## config.mk

```make
export PLATFORM = sky130hd
export DESIGN_NAME = serial_port_event_irq
export DESIGN_NICKNAME = d
export VERILOG_FILES = /design/src/verilog/serial_irq_pkg.sv /design/src/verilog/serial_port_event_irq.sv
export SDC_FILE = /design/constraint.sdc
export NUM_CORES = 1
export LEC_CHECK = 0
export ABC_AREA = 1
export ABC_CLOCK_PERIOD_IN_PS = 1500
export BUFFER_PORTS_ARGS = -buffer_cell sky130_fd_sc_hd__buf_2
export CORE_ASPECT_RATIO = 1.1
export CORE_UTILIZATION = 50
export CTS_CLUSTER_DIAMETER = 60
export DETAILED_ROUTE_END_ITERATION = 7
export PLACE_DENSITY = 0.93
export SYNTH_ARGS = -nofsm -noshare
export SYNTH_HDL_FRONTEND = slang
export SYNTH_SLANG_ARGS = --single-unit
```

## constraint.sdc

```tcl
create_clock -name clk_i -period 1.5 [get_ports clk_i]
set_input_delay 0.225 -clock clk_i [delete_from_list [all_inputs] [get_ports clk_i]]
set_output_delay 0.225 -clock clk_i [all_outputs]
set_load 0.005 [all_outputs]
```

## src/verilog/serial_irq_pkg.sv

```systemverilog
// Purpose: Constants for the serial port event flags and interrupt mask word
// Assumes: One 32-bit word, flags in the upper half, masks in the lower half
// Notes: Mask bit k pairs with flag bit k+16
package serial_irq_pkg;
   // Register location
   localparam logic [6:0] REG_ADDR = 7'h28;
   localparam int REG_ROW = 20;
   localparam int ADDR_W = 7;
   localparam int DATA_W = 32;
   localparam int HALF_W = 16;
   // Flag half starts here
   localparam int FLAG_LSB = 16;
   // Flag positions within the upper half
   localparam int F_SPI_RX_OVR = 14;
   localparam int F_SPI_TX_UND = 13;
   localparam int F_SPI_CRC = 12;
   localparam int F_WR_ADDR = 11;
   localparam int F_RD_ADDR = 10;
   localparam int F_SPI_TX_EMPTY = 9;
   localparam int F_SPI_RX_FULL = 8;
   localparam int F_UART_TX_OVR = 6;
   localparam int F_UART_RX_OVR = 5;
   localparam int F_UART_NOISE = 4;
   localparam int F_UART_FRAME = 3;
   localparam int F_UART_TIMEOUT = 2;
   localparam int F_UART_CRC = 1;
   localparam int F_UART_BREAK = 0;
   // Field layouts
   localparam logic [15:0] FLAG_RW_BITS = 16'h7C7F;
   localparam logic [15:0] FLAG_RO_BITS = 16'h0300;
   localparam logic [15:0] MASK_RW_BITS = 16'h7F7E;
   // Reset values
   localparam logic [15:0] FLAG_RESET = 16'h0000;
   localparam logic [15:0] MASK_RESET = 16'h0000;
   localparam logic [31:0] RD_RESET = 32'h00000000;
endpackage

```

## src/verilog/serial_port_event_irq.sv

```systemverilog
// Purpose: Sticky serial port event flags, per-event mask, two interrupt pins
// Assumes: Event inputs are one-cycle pulses or levels from logic on clk_i
// Notes: A write to the word clears every flag written with a one whose event is not asserted in the same cycle
//
// Contract
// RULE1: Flags and masks share word at 0x28
// RULE2: Unmasked set flag drives both interrupt pins
// RULE3: SPI receive overrun sets bit 30
// RULE4: SPI transmit underrun sets bit 29
// RULE5: CRC errors set bits 28 and 17
// RULE6: Write address error sets bit 27
// RULE7: Read address error sets bit 26
// RULE8: Bits 25, 24 show SPI buffer levels
// RULE9: UART transmit overrun sets bit 22
// RULE10: UART receive overrun sets bit 21
// RULE11: Noise sets bit 20, framing bit 19
// RULE12: UART timeout sets bit 18
// RULE13: UART break frame sets bit 16
// RULE14: Flags stay set until master clears
// RULE15: Write to 0x28 clears the flags
// RULE16: Masks 14..8 and 6..1, reset zero
// RULE17: Interrupt is OR of flag AND mask
`timescale 1ns/1ps
module serial_port_event_irq (
   // Clock and reset
   input wire logic clk_i,
   input wire logic rst_n_i,
   // Register write port
   input wire logic wr_en_i,
   input wire logic [serial_irq_pkg::ADDR_W-1:0] wr_addr_i,
   input wire logic [serial_irq_pkg::DATA_W-1:0] wr_data_i,
   // Register read port
   input wire logic rd_en_i,
   input wire logic [serial_irq_pkg::ADDR_W-1:0] rd_addr_i,
   output logic [serial_irq_pkg::DATA_W-1:0] rd_data_o,
   output logic rd_valid_o,
   // SPI events
   input wire logic spi_rx_overrun_i,
   input wire logic spi_tx_underrun_i,
   input wire logic spi_crc_err_i,
   input wire logic spi_wr_addr_err_i,
   input wire logic spi_rd_addr_err_i,
   input wire logic spi_tx_empty_i,
   input wire logic spi_rx_full_i,
   // UART events
   input wire logic uart_wr_addr_err_i,
   input wire logic uart_rd_addr_err_i,
   input wire logic uart_tx_overrun_i,
   input wire logic uart_rx_overrun_i,
   input wire logic uart_noise_i,
   input wire logic uart_frame_i,
   input wire logic uart_timeout_i,
   input wire logic uart_crc_err_i,
   input wire logic uart_break_i,
   // Interrupt pins
   output logic irq_out_a_o,
   output logic irq_out_b_o
);
   import serial_irq_pkg::*;

   logic [15:0] flags;
   logic [15:0] mask;
   logic irq;
   logic [15:0] event_hi;
   logic [15:0] ro_hi;
   logic [15:0] status;
   logic [15:0] clr;
   logic [15:0] next_flags;
   logic [15:0] next_mask;
   logic wr_hit;
   logic rd_hit;
   logic next_irq;
   logic [31:0] next_rd_data;
   logic ev_spi_rx_ovr;
   logic ev_spi_tx_und;
   logic ev_spi_crc;
   logic ev_uart_crc;
   logic ev_wr_addr;
   logic ev_rd_addr;
   logic ev_uart_tx_ovr;
   logic ev_uart_rx_ovr;
   logic ev_uart_noise;
   logic ev_uart_frame;
   logic ev_uart_timeout;
   logic ev_uart_break;

   // RULE3: SPI receive overrun event
   assign ev_spi_rx_ovr = spi_rx_overrun_i;

   // RULE4: SPI transmit underrun event
   assign ev_spi_tx_und = spi_tx_underrun_i;

   // RULE5: CRC error events
   assign ev_spi_crc = spi_crc_err_i;
   assign ev_uart_crc = uart_crc_err_i;

   // RULE6: write address error, either port
   assign ev_wr_addr = spi_wr_addr_err_i | uart_wr_addr_err_i;

   // RULE7: read address error, either port
   assign ev_rd_addr = spi_rd_addr_err_i | uart_rd_addr_err_i;

   // RULE9: UART transmit overrun event
   assign ev_uart_tx_ovr = uart_tx_overrun_i;

   // RULE10: UART receive overrun event
   assign ev_uart_rx_ovr = uart_rx_overrun_i;

   // RULE11: noise and framing events
   assign ev_uart_noise = uart_noise_i;
   assign ev_uart_frame = uart_frame_i;

   // RULE12: UART timeout event
   assign ev_uart_timeout = uart_timeout_i;

   // RULE13: UART break event
   assign ev_uart_break = uart_break_i;

   // Event word in flag order
   assign event_hi = {1'b0,
                      ev_spi_rx_ovr,
                      ev_spi_tx_und,
                      ev_spi_crc,
                      ev_wr_addr,
                      ev_rd_addr,
                      2'b00,
                      1'b0,
                      ev_uart_tx_ovr,
                      ev_uart_rx_ovr,
                      ev_uart_noise,
                      ev_uart_frame,
                      ev_uart_timeout,
                      ev_uart_crc,
                      ev_uart_break};

   // RULE8: live buffer levels
   assign ro_hi = {6'b000000, spi_tx_empty_i, spi_rx_full_i, 8'h00};

   assign status = (flags & FLAG_RW_BITS) | (ro_hi & FLAG_RO_BITS);

   // RULE1: address decode
   assign wr_hit = wr_en_i && (wr_addr_i == REG_ADDR);
   assign rd_hit = rd_en_i && (rd_addr_i == REG_ADDR);

   // RULE15: write-one clears flags
   assign clr = wr_hit ? wr_data_i[DATA_W-1:FLAG_LSB] : 16'h0000;

   // RULE14: sticky per bit, set beats clear
   genvar b;
   generate
      for (b = 0; b < HALF_W; b++) begin : g_flag
         assign next_flags[b] = FLAG_RW_BITS[b] & (event_hi[b] | (flags[b] & ~clr[b]));
      end
   endgenerate

   // RULE16: writable mask bits only
   assign next_mask = wr_hit ? (wr_data_i[HALF_W-1:0] & MASK_RW_BITS) : mask;

   // RULE17: OR of status AND mask
   assign next_irq = |(status & mask);

   // RULE1: read word layout
   assign next_rd_data = rd_hit ? {status, mask} : 32'h00000000;

   always_ff @(posedge clk_i or negedge rst_n_i) begin
      if (!rst_n_i) begin
         flags <= FLAG_RESET;
         mask <= MASK_RESET;
      end else begin
         flags <= next_flags;
         mask <= next_mask;
      end
   end

   always_ff @(posedge clk_i or negedge rst_n_i) begin
      if (!rst_n_i) begin
         irq <= 1'b0;
         rd_data_o <= RD_RESET;
         rd_valid_o <= 1'b0;
      end else begin
         irq <= next_irq;
         rd_data_o <= next_rd_data;
         rd_valid_o <= rd_en_i;
      end
   end

   // RULE2: both pins together
   assign irq_out_a_o = irq;
   assign irq_out_b_o = irq;

   // RULE1: read returns word
   a_read_word: assert property (@(posedge clk_i) disable iff (!rst_n_i) // RULE1
      rd_hit |=> rd_valid_o && rd_data_o == {$past(status), $past(mask)})
      else $error("read word mismatch");

   // RULE2: pins follow cause
   a_irq_pins: assert property (@(posedge clk_i) disable iff (!rst_n_i) // RULE2
      (|(status & mask)) |=> irq_out_a_o && irq_out_b_o)
      else $error("interrupt pins not raised");

   // RULE3: overrun reaches bit
   a_spi_rx_ovr: assert property (@(posedge clk_i) disable iff (!rst_n_i) // RULE3
      spi_rx_overrun_i ##1 rd_hit |=> rd_data_o[30])
      else $error("SPI receive overrun not shown");

   // RULE4: underrun reaches bit
   a_spi_tx_und: assert property (@(posedge clk_i) disable iff (!rst_n_i) // RULE4
      spi_tx_underrun_i |=> flags[F_SPI_TX_UND])
      else $error("SPI transmit underrun not latched");

   // RULE5: both CRC flags
   a_crc_flags: assert property (@(posedge clk_i) disable iff (!rst_n_i) // RULE5
      (spi_crc_err_i |=> flags[F_SPI_CRC]) and (uart_crc_err_i |=> flags[F_UART_CRC]))
      else $error("CRC flag not latched");

   // RULE6: either port write error
   a_wr_addr: assert property (@(posedge clk_i) disable iff (!rst_n_i) // RULE6
      (spi_wr_addr_err_i || uart_wr_addr_err_i) |=> flags[F_WR_ADDR])
      else $error("write address error not latched");

   // RULE7: either port read error
   a_rd_addr: assert property (@(posedge clk_i) disable iff (!rst_n_i) // RULE7
      (spi_rd_addr_err_i || uart_rd_addr_err_i) |=> flags[F_RD_ADDR])
      else $error("read address error not latched");

   // RULE8: levels not latched
   a_ro_levels: assert property (@(posedge clk_i) disable iff (!rst_n_i) // RULE8
      rd_hit |=> rd_data_o[25] == $past(spi_tx_empty_i) && rd_data_o[24] == $past(spi_rx_full_i))
      else $error("buffer level bits wrong");

   // RULE9: UART transmit overrun
   a_uart_tx_ovr: assert property (@(posedge clk_i) disable iff (!rst_n_i) // RULE9
      uart_tx_overrun_i |=> flags[F_UART_TX_OVR])
      else $error("UART transmit overrun not latched");

   // RULE10: UART receive overrun
   a_uart_rx_ovr: assert property (@(posedge clk_i) disable iff (!rst_n_i) // RULE10
      uart_rx_overrun_i |=> flags[F_UART_RX_OVR])
      else $error("UART receive overrun not latched");

   // RULE11: noise and framing
   a_noise_frame: assert property (@(posedge clk_i) disable iff (!rst_n_i) // RULE11
      (uart_noise_i |=> flags[F_UART_NOISE]) and (uart_frame_i |=> flags[F_UART_FRAME]))
      else $error("noise or framing flag not latched");

   // RULE12: timeout flag
   a_timeout: assert property (@(posedge clk_i) disable iff (!rst_n_i) // RULE12
      uart_timeout_i |=> flags[F_UART_TIMEOUT])
      else $error("timeout flag not latched");

   // RULE13: break flag
   a_break: assert property (@(posedge clk_i) disable iff (!rst_n_i) // RULE13
      uart_break_i ##1 rd_hit |=> rd_data_o[16])
      else $error("break flag not shown");

   // RULE14: flag holds without clear
   a_flag_sticky: assert property (@(posedge clk_i) disable iff (!rst_n_i) // RULE14
      (flags[F_SPI_CRC] && !(wr_hit && wr_data_i[28]))[*1] ##1 !wr_hit [*3]
      |-> flags[F_SPI_CRC])
      else $error("flag dropped without clear");

   // RULE14: set wins over clear
   a_set_wins: assert property (@(posedge clk_i) disable iff (!rst_n_i) // RULE14
      (wr_hit && wr_data_i[21] && uart_rx_overrun_i) |=> flags[F_UART_RX_OVR])
      else $error("event lost during clear");

   // RULE15: clear by write
   a_clear: assert property (@(posedge clk_i) disable iff (!rst_n_i) // RULE15
      (wr_hit && wr_data_i[27] && !spi_wr_addr_err_i && !uart_wr_addr_err_i)
      |=> !flags[F_WR_ADDR])
      else $error("write did not clear flag");

   // RULE16: reserved mask bits
   a_mask_bits: assert property (@(posedge clk_i) disable iff (!rst_n_i) // RULE16
      wr_hit |=> mask == ($past(wr_data_i[15:0]) & 16'h7F7E) && !mask[0] && !mask[7])
      else $error("mask write wrong");

   // RULE17: break never interrupts
   a_break_quiet: assert property (@(posedge clk_i) disable iff (!rst_n_i) // RULE17
      (status == 16'h0001) |=> !irq_out_a_o)
      else $error("break caused interrupt");

   // RULE3: overrun flag latched
   a_spi_rx_flag: assert property (@(posedge clk_i) disable iff (!rst_n_i) // RULE3
      spi_rx_overrun_i |=> flags[F_SPI_RX_OVR])
      else $error("SPI receive overrun not latched");

   // RULE13: break flag latched
   a_break_flag: assert property (@(posedge clk_i) disable iff (!rst_n_i) // RULE13
      uart_break_i |=> flags[F_UART_BREAK])
      else $error("break flag not latched");

   // RULE2: pins always equal
   a_pins_equal: assert property (@(posedge clk_i) disable iff (!rst_n_i) // RULE2
      irq_out_a_o == irq_out_b_o)
      else $error("interrupt pins differ");

   // RULE17: no cause, no interrupt
   a_irq_cause: assert property (@(posedge clk_i) disable iff (!rst_n_i) // RULE17
      !(|(status & mask)) |=> !irq_out_a_o && !irq_out_b_o)
      else $error("interrupt without cause");

   // RULE1: every read answered
   a_read_valid: assert property (@(posedge clk_i) disable iff (!rst_n_i) // RULE1
      rd_en_i |=> rd_valid_o)
      else $error("read not answered");

   // RULE1: other read gives zero
   a_other_read: assert property (@(posedge clk_i) disable iff (!rst_n_i) // RULE1
      (rd_en_i && rd_addr_i != REG_ADDR) |=> rd_data_o == 32'h00000000)
      else $error("unmapped read not zero");

   // RULE1: other write ignored
   a_other_write: assert property (@(posedge clk_i) disable iff (!rst_n_i) // RULE1
      (wr_en_i && wr_addr_i != REG_ADDR) |=> mask == $past(mask))
      else $error("unmapped write changed mask");

   // RULE1: idle read port quiet
   a_read_idle: assert property (@(posedge clk_i) disable iff (!rst_n_i) // RULE1
      !rd_en_i |=> rd_data_o == 32'h00000000 && !rd_valid_o)
      else $error("read port not idle");

   // RULE16: reserved mask bits zero
   a_mask_rsvd: assert property (@(posedge clk_i) disable iff (!rst_n_i) // RULE16
      !mask[15] && !mask[7] && !mask[0])
      else $error("reserved mask bit set");

   // RULE8: levels never stored
   a_ro_unlatched: assert property (@(posedge clk_i) disable iff (!rst_n_i) // RULE8
      (flags & FLAG_RO_BITS) == 16'h0000)
      else $error("buffer level latched");

   // RULE14: noise flag holds
   a_sticky_noise: assert property (@(posedge clk_i) disable iff (!rst_n_i) // RULE14
      (flags[F_UART_NOISE] && !(wr_hit && wr_data_i[20])) |=> flags[F_UART_NOISE])
      else $error("noise flag dropped");

   // RULE15: noise flag cleared
   a_clear_noise: assert property (@(posedge clk_i) disable iff (!rst_n_i) // RULE15
      (wr_hit && wr_data_i[20] && !uart_noise_i) |=> !flags[F_UART_NOISE])
      else $error("noise flag not cleared");

   // RULE15: underrun flag cleared
   a_clear_und: assert property (@(posedge clk_i) disable iff (!rst_n_i) // RULE15
      (wr_hit && wr_data_i[29] && !spi_tx_underrun_i) |=> !flags[F_SPI_TX_UND])
      else $error("underrun flag not cleared");

endmodule // serial_port_event_irq

```

# [Yosys cells after proc, flatten, opt, wreduce, memory -nomap -nowiden]
# Index checks and enable logic that the tools add are counted.
[word_totals] regBits=59 out_inout_bits=35 elab_cells=52
[classes] eq_ne=2 muxes=2 bitwise=40 reduce_logical=3
[ops] operator="$mux 31" n=1
[ops] operator="$reduce_or 16->1" n=1
[ops] operator="$and 15x15->15" n=1
[ops] operator="$mux 15" n=1
[ops] operator="$or 15x10->15" n=1
[ops] operator="$eq 7x6->1 const B" n=2
[ops] operator="$or 1x1->1" n=14
[ops] operator="$and 1x1->1" n=12
[ops] operator="$not 1->1" n=12
[ops] operator="$logic_and 1x1->1" n=2

# [Logic depth before layout (Yosys ltp)]
# Gate-level depths: netlist of run 1.
[logic_depth] ltp_word=6 mapped_depth=7

# [Worst setup path after synthesis of run 1]
# No wires, ideal clock.
[synth_timing] path_kind="in2reg" start="input wr_addr_i[2] in the netlist's numbering" end="register flags[1]" arrival_ns=0.847 path_slack_ns=0.537 stages=7 cell_sequence="inv_1 -> nand2_2 -> nor2_4 -> buf_8 -> nand3_2 -> nand2_1 -> nand2_1"
[synth_between] elab_chain_cells=6
[synth_lines] element="from (decl)" line="serial_port_event_irq.sv:30" source="input wire logic [serial_irq_pkg::ADDR_W-1:0] wr_addr_i,"
[synth_lines] element="$eq 7x6->1" line="serial_port_event_irq.sv:142" source="assign wr_hit = wr_en_i && (wr_addr_i == REG_ADDR);"
[synth_lines] element="$logic_and 1x1->1" line="serial_port_event_irq.sv:142"
[synth_lines] element="$mux 15" line="serial_port_event_irq.sv:146" source="assign clr = wr_hit ? wr_data_i[DATA_W-1:FLAG_LSB] : 16'h0000;"
[synth_lines] element="$not 1->1" line="serial_port_event_irq.sv:152" source="assign next_flags[b] = FLAG_RW_BITS[b] & (event_hi[b] | (flags[b] & ~clr[b]));"
[synth_lines] element="$and 1x1->1" line="serial_port_event_irq.sv:152"
[synth_lines] element="$or 1x1->1" line="serial_port_event_irq.sv:152"
[synth_lines] element="via next_flags[1]" line="serial_port_event_irq.sv:68" source="logic [15:0] next_flags;"
[synth_lines] element="to (signal assigned)" line="serial_port_event_irq.sv:170" source="flags <= next_flags;"
[synth_lines] element="to (decl)" line="serial_port_event_irq.sv:61" source="logic [15:0] flags;"
# The timed path passes the listed nets, and every way through them passes these cells.
# A chain may end at the register's enable or synchronous reset.

# [Worst setup path in the final report of run 1]
[layout_timing] start="register rd_data_o[5] in the netlist's numbering" end="output rd_data_o[5] in the netlist's numbering"
[layout_rtl] element="from (decl)" line="serial_port_event_irq.sv:35" source="output logic [serial_irq_pkg::DATA_W-1:0] rd_data_o,"
[layout_rtl] element="from (signal assigned)" line="serial_port_event_irq.sv:182" source="rd_data_o <= next_rd_data;"
# No word-level cell between the ends.

==> results_dict.tcl, run 1 <==
set metrics [dict create \
    critPathTopFamily "flip-flops" \
    pre_cts_slack_ns 0.271 \
    rsz0062_at_grt "no" \
    status "finished clean" \
    ctsHoldBuffers 1 \
    antenna_found_initial 0 \
    reg2regPathDepth 4 \
    drtIter0Drc 115 \
    slowest_delay_ns 0.38 \
    slowest_stage "dfrtp_1" \
    yosysUniqueCellTypes 18 \
    ir_worst_vdd_mv 0.510 \
    fin_nets 404 \
    ys_seq_elements 54 \
    cts_resized 0 \
    core_area_um2 4320 \
    hpwl_um 3280 \
    crit_fanout 1 \
    wl_per_cell_um 11.3 \
    antenna_left 0 \
    whs_path_depth 1 \
    crit_type "flip-flop to primary output" \
    fin_hold_ws_ns 0.0421 \
    fin_ws_ns 0.465 \
    die_y_um 72.5 \
    clockRootBuffer "clkbuf_8" \
    rows 25 \
    post_cts_buffers 0 \
    period_needed_ns 1.04 \
    r2r_end "irq_out_a_o" \
    clock_sinks 54 \
    timing.rr.start "mask[10]" \
    ys_warn_count 0 \
    vias_per_cell 4.53 \
    place.gp.congestion 0.711 \
    hp-class "primary input to flip-flop" \
    numCtsBuffers 5 \
    syn_area_per_cell_um2 9.12 \
    cp_data_required_time_ns 1.27 \
    first_global_vias 1682 \
    portBuffers 88 \
    num_vias 1781 \
    initial_utilization_pct 52.4 \
    utilization_pct 65.7 \
    cp_cell_sequence "buf_2" \
    setup_viol 0 \
    min_to "rd_valid_o" \
    grtUsageTotal_pct 20.6 \
    first_pass_iters 4 \
    routed_wl_um 4440 \
    drc 0 \
    syn_area_um2 2260 \
    nFillCells 365 \
    grt_pass1_wl_um 7260 \
    clkTransAtPathRegs_ns 0.10 \
    fp.dieW_um 66.1 \
    layout-drive-gt1-share_pct 34.2 \
    ys_seq_area_share_pct 59.8 \
    synth_cells 248 \
    areaGrowthSynthToFinish_pct 25.5 \
    ios 101 \
    post-route-period-util_pct 69.0 \
    r2r_setup_slack_ns 0.62 \
    gr-total-overflow 0 \
    crit_path_start_kind "flip-flop" \
    p_leak_uw 0.00175 \
    cellPowerDensity_nw_per_um2 913 \
    cp_num_buf_inv 1 \
    die_area_um2 4790 \
    cts-htree-levels 2 \
    final-hold-violation-count 0 \
    grt_max_degree 38 \
    max_freq_mhz 966 \
    diodes 0 \
    tritoncts "yes" \
    slew_viol_final 0 \
    drv_cap 0 \
    setup_tns_ns 0 \
    min_from "rd_en_i" \
    max-slew-margin-rel_pct 65.4 \
    tightest_slew_ns 0.517 \
    clockBufferDepth 2 \
    setup.worst_path.end_class "primary output" \
    clock_skew_ns 0.00930 \
    arrival_ns 0.81 \
    clock_latency_ns 0.30 \
]
flip-flops by register name, summed over array words and instances (netlist names):
register and flops:
flags 12, rd_valid_o 1, irq_out_a_o 1, rd_data_o 27, mask 13
report_power, final:
part / total (uW) / switching [uW] / leakage [uW] / internal (uW)
registers: 1520 / 25.9 / 0.000682 / 1500
clock network: 809 / 472 / 0.0000447 / 338
logic: 258 / 137 / 0.00102 / 121
worst register-to-register path: cells and delay by family (launching register included):
kind          cells  cell delay, ns
flops             1            0.41
simple gates      4            0.37
synth_stat cells (all sizes together):
cell	number	area, um^2
nor2	33	139
o21ai	1	5.00
nand2	71	284
inv	45	169
nand3	26	165
nand4	2	12.5
conb	1	3.75
nor3	2	20.0
dfrtp	54	1350
buf	13	111
logic make-up (layout without fill, tap and decap cells):
logic type | Yosys count | in the layout | synth area share (%)
DFF | 54 | 54 | 59.8
other | 1 | 5 | 0.166
and+or+nand+nor | 134 | 134 | 27.4
AOI/OAI and AO/OA | 1 | 1 | 0.221
buffers and inverters | 58 | 145 | 12.4
through the flow:
stage / area [um^2] / total power, uW / cells
after floorplan: 2280 / 1680 / 252
after global placement: 2730 / 1800 / 384
after detailed placement: 2730 / 1810 / 384
after CTS: 2840 / 2610 / 393
after global routing: 2840 / 2720 / 393
final: 2840 / 2590 / 393
layer usage:
metal  vias to the layer above  share of wire (%)  track usage [%]
met3                         7                5.3             4.56
met1                       809                 40             24.7
li1                        900                  -                -
met2                        65                 53             35.5
met5                         -                  0                0
met4                         0                1.8             8.51
how the worst max path moves through the flow:
stage	from	slack (ns)	endpoint	depth (start not counted)
floorplan	wr_addr_i[2]	0.54	flags[1]	7
global placement	rd_addr_i[4]	0.35	rd_data_o[10]	6
detailed placement	rd_addr_i[4]	0.27	rd_data_o[28]	6
CTS	rd_data_o[28]	0.45	rd_data_o[28]	1
global route	rd_data_o[28]	0.42	rd_data_o[28]	1
finish	rd_data_o[5]	0.46	rd_data_o[5]	1
layout by cell type, fill, tap and decap left out:
master	count
buf_12	3
buf_2	88
clkbuf_8	5
clkinv_4	1
clkinvlp_4	1
conb_1	5
dfrtp_1	54
dlygate4sd3_1	1
inv_1	44
inv_2	1
inv_6	1
nand2_1	66
nand2_2	4
nand2_4	1
nand3_1	19
nand3_2	7
nand4_1	2
nor2_1	31
nor2_4	2
nor3_2	2
o21ai_0	1
final cells by class:
class | instances | area (um^2) | share of cell area [%]
Inverter | 45 | 169 | 5.96
Clock inverter | 3 | 25.0 | 0.882
Clock buffer | 5 | 68.8 | 2.43
Tap cell | 54 | 67.6 | 2.38
Multi-Input combinational cell | 140 | 644 | 22.7
Sequential cell | 54 | 1350 | 47.6
Timing Repair Buffer | 92 | 510 | 18.0
No activity file was read; power rests on OpenSTA's default activity.
==> run 2: changes to the inputs <==
--- a/config.mk
+++ b/config.mk
@@ -6,13 +6,13 @@
 export NUM_CORES = 1
 export LEC_CHECK = 0
 export ABC_AREA = 1
-export ABC_CLOCK_PERIOD_IN_PS = 1500
+export ABC_CLOCK_PERIOD_IN_PS = 900
 export BUFFER_PORTS_ARGS = -buffer_cell sky130_fd_sc_hd__buf_2
 export CORE_ASPECT_RATIO = 1.1
-export CORE_UTILIZATION = 50
+export CORE_UTILIZATION = 42
 export CTS_CLUSTER_DIAMETER = 60
 export DETAILED_ROUTE_END_ITERATION = 7
-export PLACE_DENSITY = 0.93
+export PLACE_DENSITY = 0.84
 export SYNTH_ARGS = -nofsm -noshare
 export SYNTH_HDL_FRONTEND = slang
 export SYNTH_SLANG_ARGS = --single-unit
==> constraint.sdc (replaced) <==
create_clock -name clk_i -period 0.9 [get_ports clk_i]
set_input_delay 0.135 -clock clk_i [delete_from_list [all_inputs] [get_ports clk_i]]
set_output_delay 0.135 -clock clk_i [all_outputs]
set_load 0.005 [all_outputs]
==> results_dict.tcl, run 2 (synthesis gave the netlist of run 1 again) <==
set metrics [dict create \
    numCtsBuffers 5 \
    largest-register "rd_data_o" \
    fin_nets 416 \
    nFillCells 446 \
    clock_skew_ns 0.00406 \
    drc 0 \
    clockRootBuffer "clkbuf_8" \
    multi_input_area_um2 644 \
    core_area_um2 5100 \
    cts-htree-levels 2 \
    crit_type "flip-flop to primary output" \
    place.gp.congestion 0.735 \
    p_comb_share_pct 10.3 \
    timing.rr.start "flags[14]" \
    final-hold-violation-count 0 \
    hp-class "primary input to flip-flop" \
    cp_data_required_time_ns 0.76 \
    clockBufferDepth 2 \
    die_y_um 79.0 \
    ios 101 \
    slew_viol_final 0 \
    layout.cells.most_common "buf_2" \
    layout-drive-gt1-share_pct 35.6 \
    grt_pass1_wl_um 7530 \
    clkTransAtPathRegs_ns 0.09 \
    power_uw 4560 \
    cp_num_buf_inv 1 \
    period_needed_ns 0.948 \
    rows 27 \
    areaGrowthSynthToFinish_pct 33.3 \
    reg_top3 "rd_data_o: 27 flops, mask: 13 flops, flags: 12 flops" \
    post-route-period-util_pct 105 \
    p_leak_uw 0.00183 \
    p_sw_uw 1010 \
    tritoncts "yes" \
    violations "negative setup slack" \
    rsz0062_at_grt "yes" \
    initial_utilization_pct 44.3 \
    routed_wl_um 4660 \
    cts_resized 0 \
    num_vias 1782 \
    fp.dieW_um 72.0 \
    grt_max_degree 28 \
    setup_viol 30 \
    max_freq_mhz 1060 \
    r2r_setup_slack_ns 0.03 \
    clock_latency_ns 0.30 \
    layout_common_cells "buf_2 (88), nand2_1 (66), dfrtp_1 (54)" \
    slowest_delay_ns 0.39 \
    status "complete, but fails checks" \
    cellPowerDensity_nw_per_um2 1510 \
    cp_cell_sequence "buf_2" \
    antenna_found_initial 0 \
    ir_worst_vdd_mv 0.709 \
    gr-total-overflow 0 \
    p_int_uw 3560 \
    crit_start "rd_data_o[10]" \
    antenna_left 0 \
    critPathTopFamily "flip-flops" \
    seqCellArea_um2 1350 \
    critical_path_cell_count 1 \
    clockPowerShare_pct 34.1 \
    grtUsageTotal_pct 17.4 \
    pre_cts_slack_ns -0.128 \
    crit_fanout 1 \
    reg2regPathDepth 4 \
    slowest_stage "dfrtp_1" \
    first_global_vias 1709 \
    wl_per_cell_um 11.0 \
    clock_sinks 54 \
    hpwl_um 3500 \
    vias_per_cell 4.21 \
    portBuffers 88 \
    largest_reg_flops 27 \
    die_area_um2 5680 \
    drtIter0Drc 159 \
    arrival_ns 0.81 \
    seq_power_share_pct 55.6 \
    setup.worst_path.end_class "primary output" \
    first_pass_iters 4 \
    fin_ws_ns -0.0477 \
    crit_path_end "rd_data_o[10]" \
    swShare_pct 22.0 \
    drv_cap 0 \
    diodes 0 \
    r2r_end "irq_out_a_o" \
    crit_path_start_kind "flip-flop" \
]
[run 2: cell count changes in the layout (fill, tap and decap cells not counted), sizes merged]
cell and delta:
clkinvlp -1, bufinv +1, clkinv -1, inv -1
clkbuf +2, buf +11, dlygate4sd3 +1
[run 2: timing repair]
action / 4_1_cts / 5_1_grt
buffers inserted: 0 / 4
hold buffers: 2 / 0
setup endpoints to repair: 30 / 31
hold endpoints to repair: 30 / 0
pin swaps: 0 / 1
[run 2: cell type report]
type	instances	share of cell area [%]
Inverter	45	5.60
Clock inverter	1	0.996
Clock buffer	7	2.53
Sequential cell	54	44.8
Multi-Input combinational cell	140	21.4
Timing Repair Buffer	104	21.7
Tap cell	72	2.99
[run 2: metrics by stage]
stage / util [%] / instances / TNS, ns / hold WS, ns / instance area, um^2
final: 59.1 / 423 / -0.523 / 0.0146 / 3010
after detailed placement: 56.0 / 409 / -2.25 / 0.0388 / 2860
after global placement: 56.0 / 409 / -1.64 / 0.0408 / 2860
after floorplan: - / 252 / 0 / -0.161 / 2280
after CTS: 58.5 / 419 / -0.958 / 0.00438 / 2980
after global routing: 59.1 / 423 / -1.75 / 0.000492 / 3010
[run 2: per-layer routing]
| metal | vias to the layer above | wire length [um] | global-route usage [%] | share of wire (%) |
|---|---|---|---|---|
| met2 | 53 | 2420 | 31.1 | 52 |
| met3 | 4 | 208 | 4.70 | 4.5 |
| met5 | - | 0 | 0 | 0 |
| li1 | 917 | - | - | - |
| met1 | 808 | 2000 | 20.1 | 43 |
| met4 | 0 | 33 | 5.29 | 0.71 |
[run 2: worst min-delay path by stage]
stage          slack (ns)          from           end  cells after the start
3_5_place_dp         0.04       rst_n_i  rd_data_o[6]                      1
4_1_cts             0.004  uart_break_i      flags[0]                      3
5_1_grt            0.0005  uart_break_i      flags[0]                      3
6_report             0.01  uart_break_i      flags[0]                      3
2_1_floorplan       -0.16       rst_n_i      flags[0]                      0
3_3_place_gp         0.04       rst_n_i  rd_data_o[6]                      1
[run 2: power groups by stage]
stage | logic [uW] | registers [uW] | clock network (uW)
floorplan | 215 | 2580 | 0
global placement | 458 | 2580 | 0
detailed placement | 467 | 2580 | 0
CTS | 475 | 2540 | 1610
global route | 539 | 2540 | 1710
finish | 471 | 2540 | 1560
